**config.mk**
```make
export PLATFORM = sky130hd
export DESIGN_NAME = wake_frame_cdr_config
export DESIGN_NICKNAME = d
export VERILOG_FILES = /design/src/rtl/wake_cdr_pkg.sv /design/src/rtl/wake_frame_cdr_config.sv /design/src/rtl/pin_sync.sv /design/src/rtl/serial_frame_slave.sv
export SDC_FILE = /design/constraint.sdc
export NUM_CORES = 1
export LEC_CHECK = 0
export BUFFER_PORTS_ARGS = -buffer_cell sky130_fd_sc_hd__buf_4
export CAP_MARGIN = 5
export CORE_UTILIZATION = 45
export CTS_CLUSTER_SIZE = 24
export DETAILED_ROUTE_END_ITERATION = 10
export PLACE_DENSITY = 0.58
export SYNTH_ARGS = -nofsm -noshare
export SYNTH_HDL_FRONTEND = slang
export SYNTH_SLANG_ARGS = --single-unit
```
**constraint.sdc**
```tcl
create_clock -name clk -period 22.1 [get_ports clk]
set_input_delay 4.42 -clock clk [delete_from_list [all_inputs] [get_ports clk]]
set_output_delay 4.42 -clock clk [all_outputs]
set_load 0.02 [all_outputs]
```
**src/rtl/wake_cdr_pkg.sv**
```systemverilog
package wake_cdr_pkg;

    // Serial frame layout: address bits first, then mode bit, then data byte
    localparam int          ADDR_W         = 7;
    localparam int          DATA_W         = 8;
    localparam logic [4:0]  FRAME_BITS     = 5'h10;
    localparam logic [4:0]  HEADER_BITS    = 5'h08;
    localparam int          WRITE_BIT_POS  = 7;
    localparam int          DATA_LSB_POS   = 8;

    // Register addresses
    localparam logic [6:0]  OFS_CAL_HIGH   = 7'h3a;
    localparam logic [6:0]  OFS_CAL_LOW    = 7'h3b;
    localparam logic [6:0]  OFS_CTRL_ONE   = 7'h3c;
    localparam logic [6:0]  OFS_CLK_SEL    = 7'h3d;
    localparam logic [6:0]  OFS_UPPER_LIM  = 7'h3e;
    localparam logic [6:0]  OFS_LOWER_LIM  = 7'h3f;

    // Reset values
    localparam logic [7:0]  RST_CAL        = 8'h00;
    localparam logic [7:0]  RST_CTRL_ONE   = 8'h04;
    localparam logic [7:0]  RST_CLK_SEL    = 8'h00;
    localparam logic [7:0]  RST_UPPER_LIM  = 8'ha8;
    localparam logic [7:0]  RST_LOWER_LIM  = 8'h98;

    // Writable bits; everything else is reserved and reads zero
    localparam logic [7:0]  CTRL_ONE_MASK  = 8'h0d;
    localparam logic [7:0]  CLK_SEL_MASK   = 8'h03;
    localparam int          ENABLE_POS     = 0;
    localparam int          FILT_LSB       = 2;
    localparam int          FILT_MSB       = 3;
    localparam int          CLK_SEL_LSB    = 0;
    localparam int          CLK_SEL_MSB    = 1;

    // Edge filter codes and their time constants as shift amounts
    localparam logic [1:0]  FILT_TC8       = 2'h0;
    localparam logic [1:0]  FILT_TC16      = 2'h1;
    localparam logic [1:0]  FILT_TC32      = 2'h2;
    localparam logic [1:0]  FILT_ADAPT     = 2'h3;
    localparam logic [2:0]  SHIFT_TC8      = 3'h3;
    localparam logic [2:0]  SHIFT_TC16     = 3'h4;
    localparam logic [2:0]  SHIFT_TC32     = 3'h5;

    // Edge spacing bounds, in bit times
    localparam logic [3:0]  SPAN_MIN       = 4'h1;
    localparam logic [3:0]  ADAPT_TC32_MAX = 4'h3;
    localparam logic [3:0]  ADAPT_TC16_MAX = 4'h8;
    localparam logic [3:0]  SPAN_MAX       = 4'ha;
    localparam int          SPAN_SEARCH    = 11;

    // Recovery clock selection codes and tick periods in system clocks
    localparam logic [1:0]  CLK_80M        = 2'h0;
    localparam logic [1:0]  CLK_40M        = 2'h1;
    localparam logic [1:0]  CLK_20M        = 2'h2;
    localparam logic [3:0]  TICK_DIV_80M   = 4'h1;
    localparam logic [3:0]  TICK_DIV_40M   = 4'h2;
    localparam logic [3:0]  TICK_DIV_20M   = 4'h4;
    localparam logic [3:0]  TICK_DIV_10M   = 4'h8;

    // Bit time estimate: 8 integer bits and 8 fraction bits
    localparam int          FRAC_W         = 8;
    localparam int          INTERVAL_W     = 12;
    localparam logic [11:0] INTERVAL_MAX   = 12'hfff;

    typedef enum {CDR_OFF, CDR_SEEK, CDR_TRACK} cdr_state_e;

endpackage : wake_cdr_pkg

```
**src/rtl/wake_frame_cdr_config.sv**
```systemverilog
// Behaviour
// - High calibration byte read-only, resets zero
// - Low calibration byte read-only, resets zero
// - Filter codes give time constants 8/16/32
// - Adaptive: edges 1-3 bits apart use 32
// - Adaptive: edges 4-8 bits apart use 16
// - Adaptive: edges 9-10 bits apart use 8
// - Control byte enable bit; resets to 0x04
// - Reserved control bits ignore writes, read zero
// - Clock select picks 80/40/20/10 MHz recovery
// - Upper limit clamps recovered bit time; 0xa8
// - Lower limit clamps recovered bit time; 0x98
`timescale 1ns/1ps
`default_nettype none

module wake_frame_cdr_config
    import wake_cdr_pkg::*;
(
    // Clock and reset
    input  wire logic       clk,
    input  wire logic       reset,
    input  wire logic       soft_reset,
    // Serial register port pins
    input  wire logic       spi_sck,
    input  wire logic       spi_cs_n,
    input  wire logic       spi_mosi,
    output logic            spi_miso,
    output logic            spi_miso_oe,
    // Bus receive line
    input  wire logic       can_rxd,
    // Nominal bit time from the neighbouring bit-timing register
    input  wire logic [7:0] nominal_bit_time,
    // Recovery results
    output logic [7:0]      recovered_bit_time,
    output logic            recovery_locked
);
    import wake_cdr_pkg::*;

    // Synchronised pins
    logic       sck_s;
    logic       cs_n_s;
    logic       mosi_s;
    logic       rxd_s;
    logic       rxd_d_ff;

    // Register port
    logic [6:0] frame_addr;
    logic       frame_write;
    logic [7:0] frame_data;
    logic       frame_done;
    logic [7:0] rd_data;
    logic       miso_int;
    logic       miso_oe_int;
    logic       miso_ff;
    logic       miso_oe_ff;

    // Registers
    logic       clr;
    logic [7:0] cal_high_ff;
    logic [7:0] cal_low_ff;
    logic [7:0] ctrl_one_ff;
    logic [7:0] clk_sel_ff;
    logic [7:0] upper_lim_ff;
    logic [7:0] lower_lim_ff;
    logic       recovery_enable;
    logic [1:0] edge_filter_select;
    logic [1:0] recovery_clock_select;

    // Recovery core
    cdr_state_e           state_ff;
    logic [3:0]           tick_cnt_ff;
    logic [3:0]           tick_period;
    logic                 tick;
    logic [INTERVAL_W-1:0] interval_ff;
    logic [15:0]          bt_ff;
    logic                 fall_edge;
    logic [19:0]          span;
    logic [3:0]           span_bits;
    logic [19:0]          expected;
    logic signed [20:0]   err;
    logic signed [20:0]   bt_sum;
    logic [2:0]           shift;
    logic                 span_ok;
    logic [15:0]          bt_next;
    logic [7:0]           bt_out_ff;
    logic                 locked_ff;

    // Number of whole bit times in a span, rounded to nearest
    function automatic logic [3:0] bits_in_span(input logic [19:0] s, input logic [15:0] bt);
        logic [3:0]  n;
        logic [19:0] thr;
        n = '0;
        for (int k = 1; k <= SPAN_SEARCH; k++) begin
            thr = 20'(k) * {4'h0, bt} - {5'h00, bt[15:1]};
            if (s >= thr) begin
                n = 4'(k);
            end
        end
        return n;
    endfunction : bits_in_span

    // Register read decode; reserved bits come back zero
    function automatic logic [7:0] read_reg(input logic [6:0] a);
        logic [7:0] d;
        d = '0;
        case (a)
            OFS_CAL_HIGH:  d = cal_high_ff;
            OFS_CAL_LOW:   d = cal_low_ff;
            OFS_CTRL_ONE:  d = ctrl_one_ff & CTRL_ONE_MASK;
            OFS_CLK_SEL:   d = clk_sel_ff & CLK_SEL_MASK;
            OFS_UPPER_LIM: d = upper_lim_ff;
            OFS_LOWER_LIM: d = lower_lim_ff;
            default:       d = '0;
        endcase
        return d;
    endfunction : read_reg

    pin_sync #(
        .WIDTH (4),
        .INIT  (4'ha)
    ) u_pin_sync (
        .clk      (clk),
        .reset    (reset),
        .async_in ({can_rxd, spi_mosi, spi_cs_n, spi_sck}),
        .sync_out ({rxd_s, mosi_s, cs_n_s, sck_s})
    );

    serial_frame_slave u_serial_frame_slave (
        .clk        (clk),
        .reset      (reset),
        .sck        (sck_s),
        .cs_n       (cs_n_s),
        .mosi       (mosi_s),
        .rd_data    (rd_data),
        .addr       (frame_addr),
        .write_req  (frame_write),
        .wr_data    (frame_data),
        .frame_done (frame_done),
        .miso       (miso_int),
        .miso_oe    (miso_oe_int)
    );

    assign clr     = reset | soft_reset;
    assign rd_data = read_reg(frame_addr);

    // Control register writes; reserved positions are masked off
    always_ff @(posedge clk) begin
        if (clr) begin
            ctrl_one_ff  <= RST_CTRL_ONE;
            clk_sel_ff   <= RST_CLK_SEL;
            upper_lim_ff <= RST_UPPER_LIM;
            lower_lim_ff <= RST_LOWER_LIM;
        end else if (frame_done && frame_write) begin
            case (frame_addr)
                OFS_CTRL_ONE:  ctrl_one_ff  <= frame_data & CTRL_ONE_MASK;
                OFS_CLK_SEL:   clk_sel_ff   <= frame_data & CLK_SEL_MASK;
                OFS_UPPER_LIM: upper_lim_ff <= frame_data;
                OFS_LOWER_LIM: lower_lim_ff <= frame_data;
                default:       ;
            endcase
        end
    end

    assign recovery_enable       = ctrl_one_ff[ENABLE_POS];
    assign edge_filter_select    = ctrl_one_ff[FILT_MSB:FILT_LSB];
    assign recovery_clock_select = clk_sel_ff[CLK_SEL_MSB:CLK_SEL_LSB];

    // Recovery clock period in system clocks for each selection
    always_comb begin
        case (recovery_clock_select)
            CLK_80M: tick_period = TICK_DIV_80M;
            CLK_40M: tick_period = TICK_DIV_40M;
            CLK_20M: tick_period = TICK_DIV_20M;
            default: tick_period = TICK_DIV_10M;
        endcase
    end

    // Divider producing the recovery clock enable
    always_ff @(posedge clk) begin
        if (clr || !recovery_enable || tick) begin
            tick_cnt_ff <= 4'h1;
        end else begin
            tick_cnt_ff <= tick_cnt_ff + 4'h1;
        end
    end

    assign tick = tick_cnt_ff >= tick_period;

    // Falling edge of the bus line
    always_ff @(posedge clk) begin
        if (reset) begin
            rxd_d_ff <= 1'b1;
        end else begin
            rxd_d_ff <= rxd_s;
        end
    end

    assign fall_edge = rxd_d_ff & ~rxd_s;

    // Recovery sequence: off, waiting for a first edge, tracking
    always_ff @(posedge clk) begin
        if (clr) begin
            state_ff <= CDR_OFF;
        end else begin
            case (state_ff)
                CDR_OFF: begin
                    if (recovery_enable) state_ff <= CDR_SEEK;
                end
                CDR_SEEK: begin
                    if (!recovery_enable) state_ff <= CDR_OFF;
                    else if (fall_edge) state_ff <= CDR_TRACK;
                end
                CDR_TRACK: begin
                    if (!recovery_enable) state_ff <= CDR_OFF;
                    else if (interval_ff == INTERVAL_MAX) state_ff <= CDR_SEEK;
                end
                default: state_ff <= CDR_OFF;
            endcase
        end
    end

    // Recovery clock ticks between falling edges, saturating when idle
    always_ff @(posedge clk) begin
        if (clr || state_ff == CDR_OFF || fall_edge) begin
            interval_ff <= '0;
        end else if (tick && interval_ff != INTERVAL_MAX) begin
            interval_ff <= interval_ff + 12'h001;
        end
    end

    // Spacing in bit times and the error against the current estimate
    assign span      = {interval_ff, 8'h00};
    assign span_bits = bits_in_span(span, bt_ff);
    assign expected  = {16'h0000, span_bits} * {4'h0, bt_ff};
    assign err       = $signed({1'b0, span}) - $signed({1'b0, expected});
    assign span_ok   = span_bits >= SPAN_MIN && span_bits <= SPAN_MAX;

    // Filter time constant, fixed or chosen from the edge spacing
    always_comb begin
        case (edge_filter_select)
            FILT_TC8:  shift = SHIFT_TC8;
            FILT_TC16: shift = SHIFT_TC16;
            FILT_TC32: shift = SHIFT_TC32;
            default: begin
                if (span_bits <= ADAPT_TC32_MAX) shift = SHIFT_TC32;
                else if (span_bits <= ADAPT_TC16_MAX) shift = SHIFT_TC16;
                else shift = SHIFT_TC8;
            end
        endcase
    end

    // Filtered estimate, held between the two limit registers
    always_comb begin
        bt_sum = $signed({5'h00, bt_ff}) + (err >>> shift);
        if (bt_sum > $signed({5'h00, upper_lim_ff, 8'h00})) begin
            bt_next = {upper_lim_ff, 8'h00};
        end else if (bt_sum < $signed({5'h00, lower_lim_ff, 8'h00})) begin
            bt_next = {lower_lim_ff, 8'h00};
        end else begin
            bt_next = bt_sum[15:0];
        end
    end

    // Estimate starts at the nominal setting and moves on each good edge
    always_ff @(posedge clk) begin
        if (clr) begin
            bt_ff <= '0;
        end else if (state_ff == CDR_OFF) begin
            bt_ff <= {nominal_bit_time, 8'h00};
        end else if (state_ff == CDR_TRACK && fall_edge && span_ok) begin
            bt_ff <= bt_next;
        end
    end

    // Calibration bytes mirror each new estimate; writes never reach them
    always_ff @(posedge clk) begin
        if (clr) begin
            cal_high_ff <= RST_CAL;
            cal_low_ff  <= RST_CAL;
        end else if (state_ff == CDR_TRACK && fall_edge && span_ok) begin
            cal_high_ff <= bt_next[15:FRAC_W];
            cal_low_ff  <= bt_next[FRAC_W-1:0];
        end
    end

    // Registered outputs
    always_ff @(posedge clk) begin
        if (reset) begin
            miso_ff    <= 1'b0;
            miso_oe_ff <= 1'b0;
            bt_out_ff  <= '0;
            locked_ff  <= 1'b0;
        end else begin
            miso_ff    <= miso_int;
            miso_oe_ff <= miso_oe_int;
            bt_out_ff  <= cal_high_ff;
            locked_ff  <= state_ff == CDR_TRACK;
        end
    end

    assign spi_miso           = miso_ff;
    assign spi_miso_oe        = miso_oe_ff;
    assign recovered_bit_time = bt_out_ff;
    assign recovery_locked    = locked_ff;

endmodule : wake_frame_cdr_config

`default_nettype wire

```
**src/rtl/pin_sync.sv**
```systemverilog
`timescale 1ns/1ps
`default_nettype none

module pin_sync #(
    parameter int               WIDTH = 1,
    parameter logic [WIDTH-1:0] INIT  = '0
) (
    // Clock and reset
    input  wire logic             clk,
    input  wire logic             reset,
    // Pins in, synchronised copies out
    input  wire logic [WIDTH-1:0] async_in,
    output logic      [WIDTH-1:0] sync_out
);

    logic [WIDTH-1:0] meta_ff;
    logic [WIDTH-1:0] sync_ff;

    // Two stages; only the second stage is visible outside
    always_ff @(posedge clk) begin
        if (reset) begin
            meta_ff <= INIT;
            sync_ff <= INIT;
        end else begin
            meta_ff <= async_in;
            sync_ff <= meta_ff;
        end
    end

    assign sync_out = sync_ff;

endmodule : pin_sync

`default_nettype wire

```
**src/rtl/serial_frame_slave.sv**
```systemverilog
`timescale 1ns/1ps
`default_nettype none

module serial_frame_slave
    import wake_cdr_pkg::*;
(
    // Clock and reset
    input  wire logic                         clk,
    input  wire logic                         reset,
    // Synchronised serial pins
    input  wire logic                         sck,
    input  wire logic                         cs_n,
    input  wire logic                         mosi,
    // Read data for the addressed register
    input  wire logic [wake_cdr_pkg::DATA_W-1:0] rd_data,
    // Decoded frame
    output logic      [wake_cdr_pkg::ADDR_W-1:0] addr,
    output logic                              write_req,
    output logic      [wake_cdr_pkg::DATA_W-1:0] wr_data,
    output logic                              frame_done,
    // Serial data out
    output logic                              miso,
    output logic                              miso_oe
);
    import wake_cdr_pkg::*;

    logic        sck_d_ff;
    logic        cs_n_d_ff;
    logic [15:0] rx_ff;
    logic [4:0]  cnt_ff;
    logic [7:0]  tx_ff;
    logic        loaded_ff;
    logic        done_ff;
    logic        miso_ff;
    logic        miso_oe_ff;
    logic        sck_rise;
    logic        sck_fall;
    logic        cs_end;

    // Edge detection on the synchronised pins
    always_ff @(posedge clk) begin
        if (reset) begin
            sck_d_ff  <= 1'b0;
            cs_n_d_ff <= 1'b1;
        end else begin
            sck_d_ff  <= sck;
            cs_n_d_ff <= cs_n;
        end
    end

    assign sck_rise = sck & ~sck_d_ff & ~cs_n;
    assign sck_fall = ~sck & sck_d_ff & ~cs_n;
    assign cs_end   = cs_n & ~cs_n_d_ff;

    // Bit counter and receive register, LSB first, sampled on rising edges
    always_ff @(posedge clk) begin
        if (reset || cs_n) begin
            cnt_ff <= '0;
        end else if (sck_rise && cnt_ff != FRAME_BITS) begin
            cnt_ff       <= cnt_ff + 5'h01;
            rx_ff[cnt_ff[3:0]] <= mosi;
        end
    end

    // Register contents are captured once the address byte is complete
    always_ff @(posedge clk) begin
        if (reset || cs_n) begin
            loaded_ff <= 1'b0;
            tx_ff     <= '0;
            miso_ff   <= 1'b0;
        end else if (cnt_ff == HEADER_BITS && !loaded_ff) begin
            loaded_ff <= 1'b1;
            tx_ff     <= rd_data;
        end else if (sck_fall && loaded_ff) begin
            miso_ff <= tx_ff[0];
            tx_ff   <= {1'b0, tx_ff[7:1]};
        end
    end

    // Output driver enable and end-of-frame pulse; short frames are dropped
    always_ff @(posedge clk) begin
        if (reset) begin
            miso_oe_ff <= 1'b0;
            done_ff    <= 1'b0;
        end else begin
            miso_oe_ff <= ~cs_n;
            done_ff    <= cs_end && cnt_ff == FRAME_BITS;
        end
    end

    assign addr       = rx_ff[ADDR_W-1:0];
    assign write_req  = rx_ff[WRITE_BIT_POS];
    assign wr_data    = rx_ff[DATA_LSB_POS +: DATA_W];
    assign frame_done = done_ff;
    assign miso       = miso_ff;
    assign miso_oe    = miso_oe_ff;

endmodule : serial_frame_slave

`default_nettype wire

```
==> results of run 1 <==
## worst max-delay path by stage
stage | start | end | slack, ns | cells after the start
finish | bt_ff[5]$_SDFFE_PP0P_ | bt_ff[6]$_SDFFE_PP0P_ | 5.50 | 65
global route | bt_ff[5]$_SDFFE_PP0P_ | cal_low_ff[3]$_SDFFE_PP0P_ | 4.47 | 67
CTS | bt_ff[5]$_SDFFE_PP0P_ | cal_low_ff[3]$_SDFFE_PP0P_ | 5.84 | 67
detailed placement | bt_ff[5]$_SDFFE_PP0P_ | cal_low_ff[0]$_SDFFE_PP0P_ | 5.92 | 65
global placement | bt_ff[5]$_SDFFE_PP0P_ | bt_ff[5]$_SDFFE_PP0P_ | 6.21 | 61
floorplan | bt_ff[3]$_SDFFE_PP0P_ | bt_ff[14]$_SDFFE_PP0P_ | 8.00 | 62
## state kept, by name (all words and copies together), names as in the netlist, 3 cells and up
register / count
tick_cnt_ff: 4
lower_lim_ff: 8
u_serial_frame_slave.cnt_ff: 5
u_serial_frame_slave.tx_ff: 8
bt_ff: 16
cal_high_ff: 8
upper_lim_ff: 8
recovered_bit_time: 8
cal_low_ff: 8
u_pin_sync.sync_out: 4
ctrl_one_ff: 3
u_serial_frame_slave.rx_ff: 16
interval_ff: 12
u_pin_sync.meta_ff: 4
## routing by layer
metal,vias to the layer above,share of wire
met2,584,0.47
met4,0,0.021
met1,10800,0.46
met5,-,0
met3,100,0.049
li1,10540,-
## per-stage QoR
stage | setup slack (ns) | hold slack (ns) | instances
floorplan | 8.001 | 0.3760 | 2978
global placement | 6.210 | 0.3899 | 3706
detailed placement | 5.917 | 0.3884 | 3706
CTS | 5.840 | 0.4029 | 3738
global route | 4.475 | 0.4129 | 3738
finish | 5.497 | 0.4014 | 3738
## placed cells by master (no fill, tap or decap), types with 26 or more instances in the layout
master    Yosys  layout
a211oi_1     31      31
a21o_1       63      63
a21oi_1     161     161
and2_1       26      26
buf_4         1      76
dfxtp_1     110     110
fa_1        168     168
ha_1        452     452
inv_1       384     384
mux2i_1      51      51
nand2_1     214     214
nand2b_1     38      38
nand3_1      61      61
nand4_1      37      37
nor2_1      202     201
nor2b_1      44      44
nor3_1       87      87
o211ai_1     41      41
o21a_1       77      77
o21ai_0     146     146
or2_2        45      45
xnor2_1     122     122
xor2_1       51      51
## synth_stat cells, types with 20 or more instances
cell        n  area [um2]
ha_1      452        5655
inv_1     384        1441
nand2_1   214       803.3
nor2_1    202       758.2
fa_1      168        3363
a21oi_1   161       805.8
o21ai_0   146       730.7
xnor2_1   122        1069
dfxtp_1   110        2202
nor3_1     87       435.4
o21a_1     77       578.1
a21o_1     63       473.0
nand3_1    61       305.3
mux2i_1    51       510.5
xor2_1     51       446.7
or2_2      45       281.5
nor2b_1    44       275.3
o211ai_1   41       307.8
clkbuf_1   38       142.6
nand2b_1   38       237.7
nand4_1    37       231.5
a211oi_1   31       232.7
and2_1     26       162.7
a31oi_1    20       125.1
## report_power, final
group          switching, mW  internal [mW]  leakage [nW]
Clock                  0.121          0.166         0.290
Sequential           0.00272          0.233          1.04
Combinational          0.212          0.158          11.5
Total                  0.336          0.557          12.8
## kinds of logic after synthesis
group,count (synthesis),share of synthesized area
and+or+nand+nor,838,0.1678
buffers and inverters,430,0.06574
DFF,126,0.1087
adders and majority gates,620,0.3656
AOI/OAI and AO/OA,720,0.1973
xor gates and xnor gates,173,0.06143
muxes,71,0.03332
## critical path: cells and delay by family, from the launching register on
kind	cells	cell delay, ns
compound gates	26	5.61
fa+ha+maj	11	4.33
simple gates	19	3.93
buf+inv	6	1.22
mux	2	0.60
flops	1	0.56
xor+xnor	1	0.18
## cell type report
cell class	count	area, um2	area share
repair buffers	76	570.5	0.02148
well taps	696	870.8	0.03279
inverters	386	1449	0.05455
clock buffers	18	450.4	0.01696
flip-flops and latches	126	2683	0.1010
clock inverters	14	147.6	0.005559
multi-input cells	2422	20390	0.7677
==> flow_summary.toml, run 1 <==
[global_routing]
grt_max_degree = 35
grt.busiest_layer = "met2"
use_met3 = 0.02364
overflow = 0
use_met1 = 0.3996
met2_usage = 0.4911
antenna_found_initial = 0
grt_usage = 0.2896
grt_first_pass_wirelength_um = 125900
first_global_vias = 21950

[hold_path]
holdPathStages = 1
hold_class = "reg2reg"
min_from = "u_serial_frame_slave.cs_n_d_ff$_SDFF_PP1_"
min_to = "u_serial_frame_slave.frame_done$_SDFF_PP0_"

[floorplanning]
initial_core_util = 0.4566
ios = 26
num_rows = 85
die_y_um = 236.1
fp.coreArea_um2 = 54030
die-area_um2 = 55760
die_w_um = 236.1

[sta]
rsz0062_at_grt = "no"
hold_violations = 0
setup_viol = 0
slew_violations = 0
worstMarginPinSlew_ns = 1.289
fmax_mhz = 60.23
layout_min_cycle_time_ns = 16.60
fin_skew_ns = 0.01316
finalCritPeriodShare = 0.7513
relSlewSlack = 0.1374
setup_tns_ns = 0

[clock_network]
htreeDepth = 4
cts_resized = 0
cts_buffer_depth = 2
cts_setup_buffers = 0
cts_tree = "done"
hold_buffers = 0
clkTransAtPathRegs_ns = 0.07
root_buffer = "clkbuf_16"
numCtsBuffers = 17
clk_latency_ns = 0.43
clkSinkCount = 126

[yosys]
syn_area_um2 = 24670
ys_ff_latch = 126
synth-main-ff-cell = "dfxtp_1"
yosys_warnings = 0
async_flop_share = 0
synth_edf_count = 16
synth_nets = 3613
yosysUniqueCellTypes = 100
syn_inst = 2978
ys_seq_area_frac = 0.1087
avgSynthCellArea_um2 = 8.283

[worst_setup_path]
cp_common_cell = "ha_1"
slowest_delay_ns = 0.67
r2r_cells = 65
critPathRequiredTime_ns = 22.43
rr_startpoint = "bt_ff[5]$_SDFFE_PP0P_"
arrival_ns = 16.93
critPathSlowestCell = "o22ai_1"
startpoint_type = "flop"
reg2reg_slack_ns = 5.50
r2r-end = "bt_ff[6]$_SDFFE_PP0P_"
crit_path_end_kind = "flop"
path_class = "reg2reg"
path_max_fanout = 24

[routing]
remaining_drc_errors = 0
wl_um = 80300
drtPass1Iterations = 6
antenna_left = 0
viasPerCell = 5.891
drtIter0Drc = 1615
wl_per_cell_um = 21.48
vias = 22020

[power_and_ir_drop]
p_leak_nw = 12.83
power_density_nw_per_um2 = 33.61
irDropWorstVdd_v = 0.00006131
power_mw = 0.8928

[finish]
fin_nets = 3664
layout-drive-gt1-share = 0.06903
n_fill_cell = 5246
final_util = 0.4916
fin_area_um2 = 26560
antennaDiodeCount = 0
syn2layout_area_growth_pct = 7.669

[place]
io_buffers = 25
dp_hpwl_um = 63280
place_area_um2 = 25960
gp_congestion = 0.9676

[status]
run_status = "complete, no violations"

[run]
maxCapViolations = 0
Note: power is estimated with default switching activity, not from simulation.
==> inputs of run 2 (changes only) <==
clock period = 17.1 ns   (was 22.1 ns; I/O delays follow)
==> run 2 against run 1 <==
Net effect: final cell count about the same; combinational power increased by 30%; flip-flop and latch count unchanged; global-route usage about the same; cell area about the same; maximum frequency increased by 5.2%; sequential power increased by 28%; die area unchanged; clock power increased by 21%; register-to-register slack got worse by 4.2 ns; critical path type unchanged; highest routed layer unchanged.
==> flow_summary.toml, run 2 (synthesized netlist as in run 1, its figures left out) <==
[place]
gp_congestion = 0.9426
pre_cts_slack_ns = 1.461
place_inst = 3706
dp_hpwl_um = 63050
place_area_um2 = 25960
io_buffers = 25

[sta]
fmax_mhz = 63.35
setup_tns_ns = 0
hold-worst-slack_ns = 0.4080
relSlewSlack = 0.1425
fin_skew_ns = 0.01260
worst_slack_ns = 1.316
setup_viol = 0
finalCritPeriodShare = 0.9230
slew_violations = 0
hold_violations = 0
layout_min_cycle_time_ns = 15.78
worstMarginPinSlew_ns = 1.285
rsz0062_at_grt = "no"

[clock_network]
cts_tree = "done"
clk_latency_ns = 0.42
clkTransAtPathRegs_ns = 0.06
htreeDepth = 4
root_buffer = "clkbuf_16"
clkSinkCount = 126
cts_buffer_depth = 2
hold_buffers = 0
numCtsBuffers = 17

[routing]
drtIter0Drc = 1540
vias = 22060
remaining_drc_errors = 0
drtPass1Iterations = 5
viasPerCell = 5.900
wl_um = 80040
wl_per_cell_um = 21.41
antenna_left = 0

[global_routing]
antenna_found_initial = 3
grt_usage = 0.2894
grt_first_pass_wirelength_um = 125600
grt_max_degree = 35
first_global_vias = 22000
overflow = 0

[finish]
mostFrequentLayoutCell = "ha_1"
layout-drive-gt1-share = 0.06967
fin_cells = 3739
syn2layout_area_growth_pct = 7.604
fin_nets = 3665
fin_area_um2 = 26540
antennaDiodeCount = 0
mostFrequentLayoutCells = "ha_1 (452), inv_1 (384), nand2_1 (214)"

[worst_setup_path]
arrival_ns = 16.07
crit_path_end_kind = "flop"
critPathRequiredTime_ns = 17.39
startpoint_type = "flop"
slowest_delay_ns = 0.62
crit_start = "bt_ff[4]$_SDFFE_PP0P_"
critPathSlowestCell = "o31ai_4"
path_class = "reg2reg"
path_max_fanout = 11
rr_startpoint = "bt_ff[4]$_SDFFE_PP0P_"

[power_and_ir_drop]
irDropWorstVdd_v = 0.00006601
p_leak_nw = 12.82
power_density_nw_per_um2 = 42.56

[floorplanning]
fp.coreArea_um2 = 54030
die_w_um = 236.1
ios = 26
die_y_um = 236.1
initial_core_util = 0.4566
num_rows = 85
die-area_um2 = 55760

[run]
maxCapViolations = 0

[hold_path]
min_from = "u_pin_sync.meta_ff[1]$_SDFF_PP1_"
hold_class = "reg2reg"

[status]
run_status = "complete, no violations"
[run 2: cell types whose count changed in the layout (fill, tap and decap cells not counted), sizes merged]
| cell | delta |
|---|---|
| bufinv | -1 |
| buf | +1 |
| clkinv | -1 |
| inv | +2 |
[run 2: critical path: cells and delay by family (launching register included)]
kind | cells | cell delay [ns]
multiplexers | 3 | 0.96
adder cells (fa/ha/maj) | 10 | 3.75
AND/OR/NAND/NOR | 11 | 2.68
XOR/XNOR | 3 | 0.97
AO/OA/AOI/OAI | 23 | 5.84
buffers and inverters | 6 | 1.07
flip-flops | 1 | 0.31
[run 2: cell type report]
cell class | count | area [um2]
Clock inverter | 14 | 122.6
Fill cell | 5234 | 27480
Clock buffer | 18 | 439.2
Sequential cell | 126 | 2684
Timing Repair Buffer | 77 | 578.1
Multi-Input combinational cell | 2422 | 20400
Tap cell | 696 | 870.8
Inverter | 386 | 1449
[run 2: what timing repair did]
| action | 4_1_cts | 5_1_grt |
|---|---|---|
| setup buffers | 0 | 1 |
| resized for setup | 0 | 2 |
| setup endpoints to repair | 0 | 32 |
[run 2: metrics by stage]
| step | util | total power [mW] |
|---|---|---|
| 6_report | 0.4913 | 1.130 |
| 5_1_grt | 0.4913 | 1.206 |
| 4_1_cts | 0.4909 | 1.132 |
| 3_5_place_dp | 0.4805 | 0.7824 |
| 3_3_place_gp | 0.4805 | 0.7707 |
| 2_1_floorplan | - | 0.6714 |
[run 2: path summary, 6_finish.rpt]
path	endpoint	slack (ns)	cells after the start
max	cal_high_ff[3]$_SDFFE_PP0P_	1.32	56
min	u_pin_sync.sync_out[1]$_SDFF_PP1_	0.41	1
max reg2reg	cal_high_ff[3]$_SDFFE_PP0P_	1.32	56
min reg2reg	u_pin_sync.sync_out[1]$_SDFF_PP1_	0.41	1
[run 2: layer usage]
layer  wire (um)  vias up  share of wire  track usage
met5           0        -              0            0
met4        1428        0          0.018      0.05884
met3        4735       98          0.059      0.03008
met2       36450      607           0.46       0.4789
met1       37430    10830           0.47       0.4069
li1            -    10530              -            -
[run 2: where the power goes]
group          internal (mW)  switching [mW]
combinational          0.204           0.277
sequential             0.301         0.00226
clock                  0.195           0.152
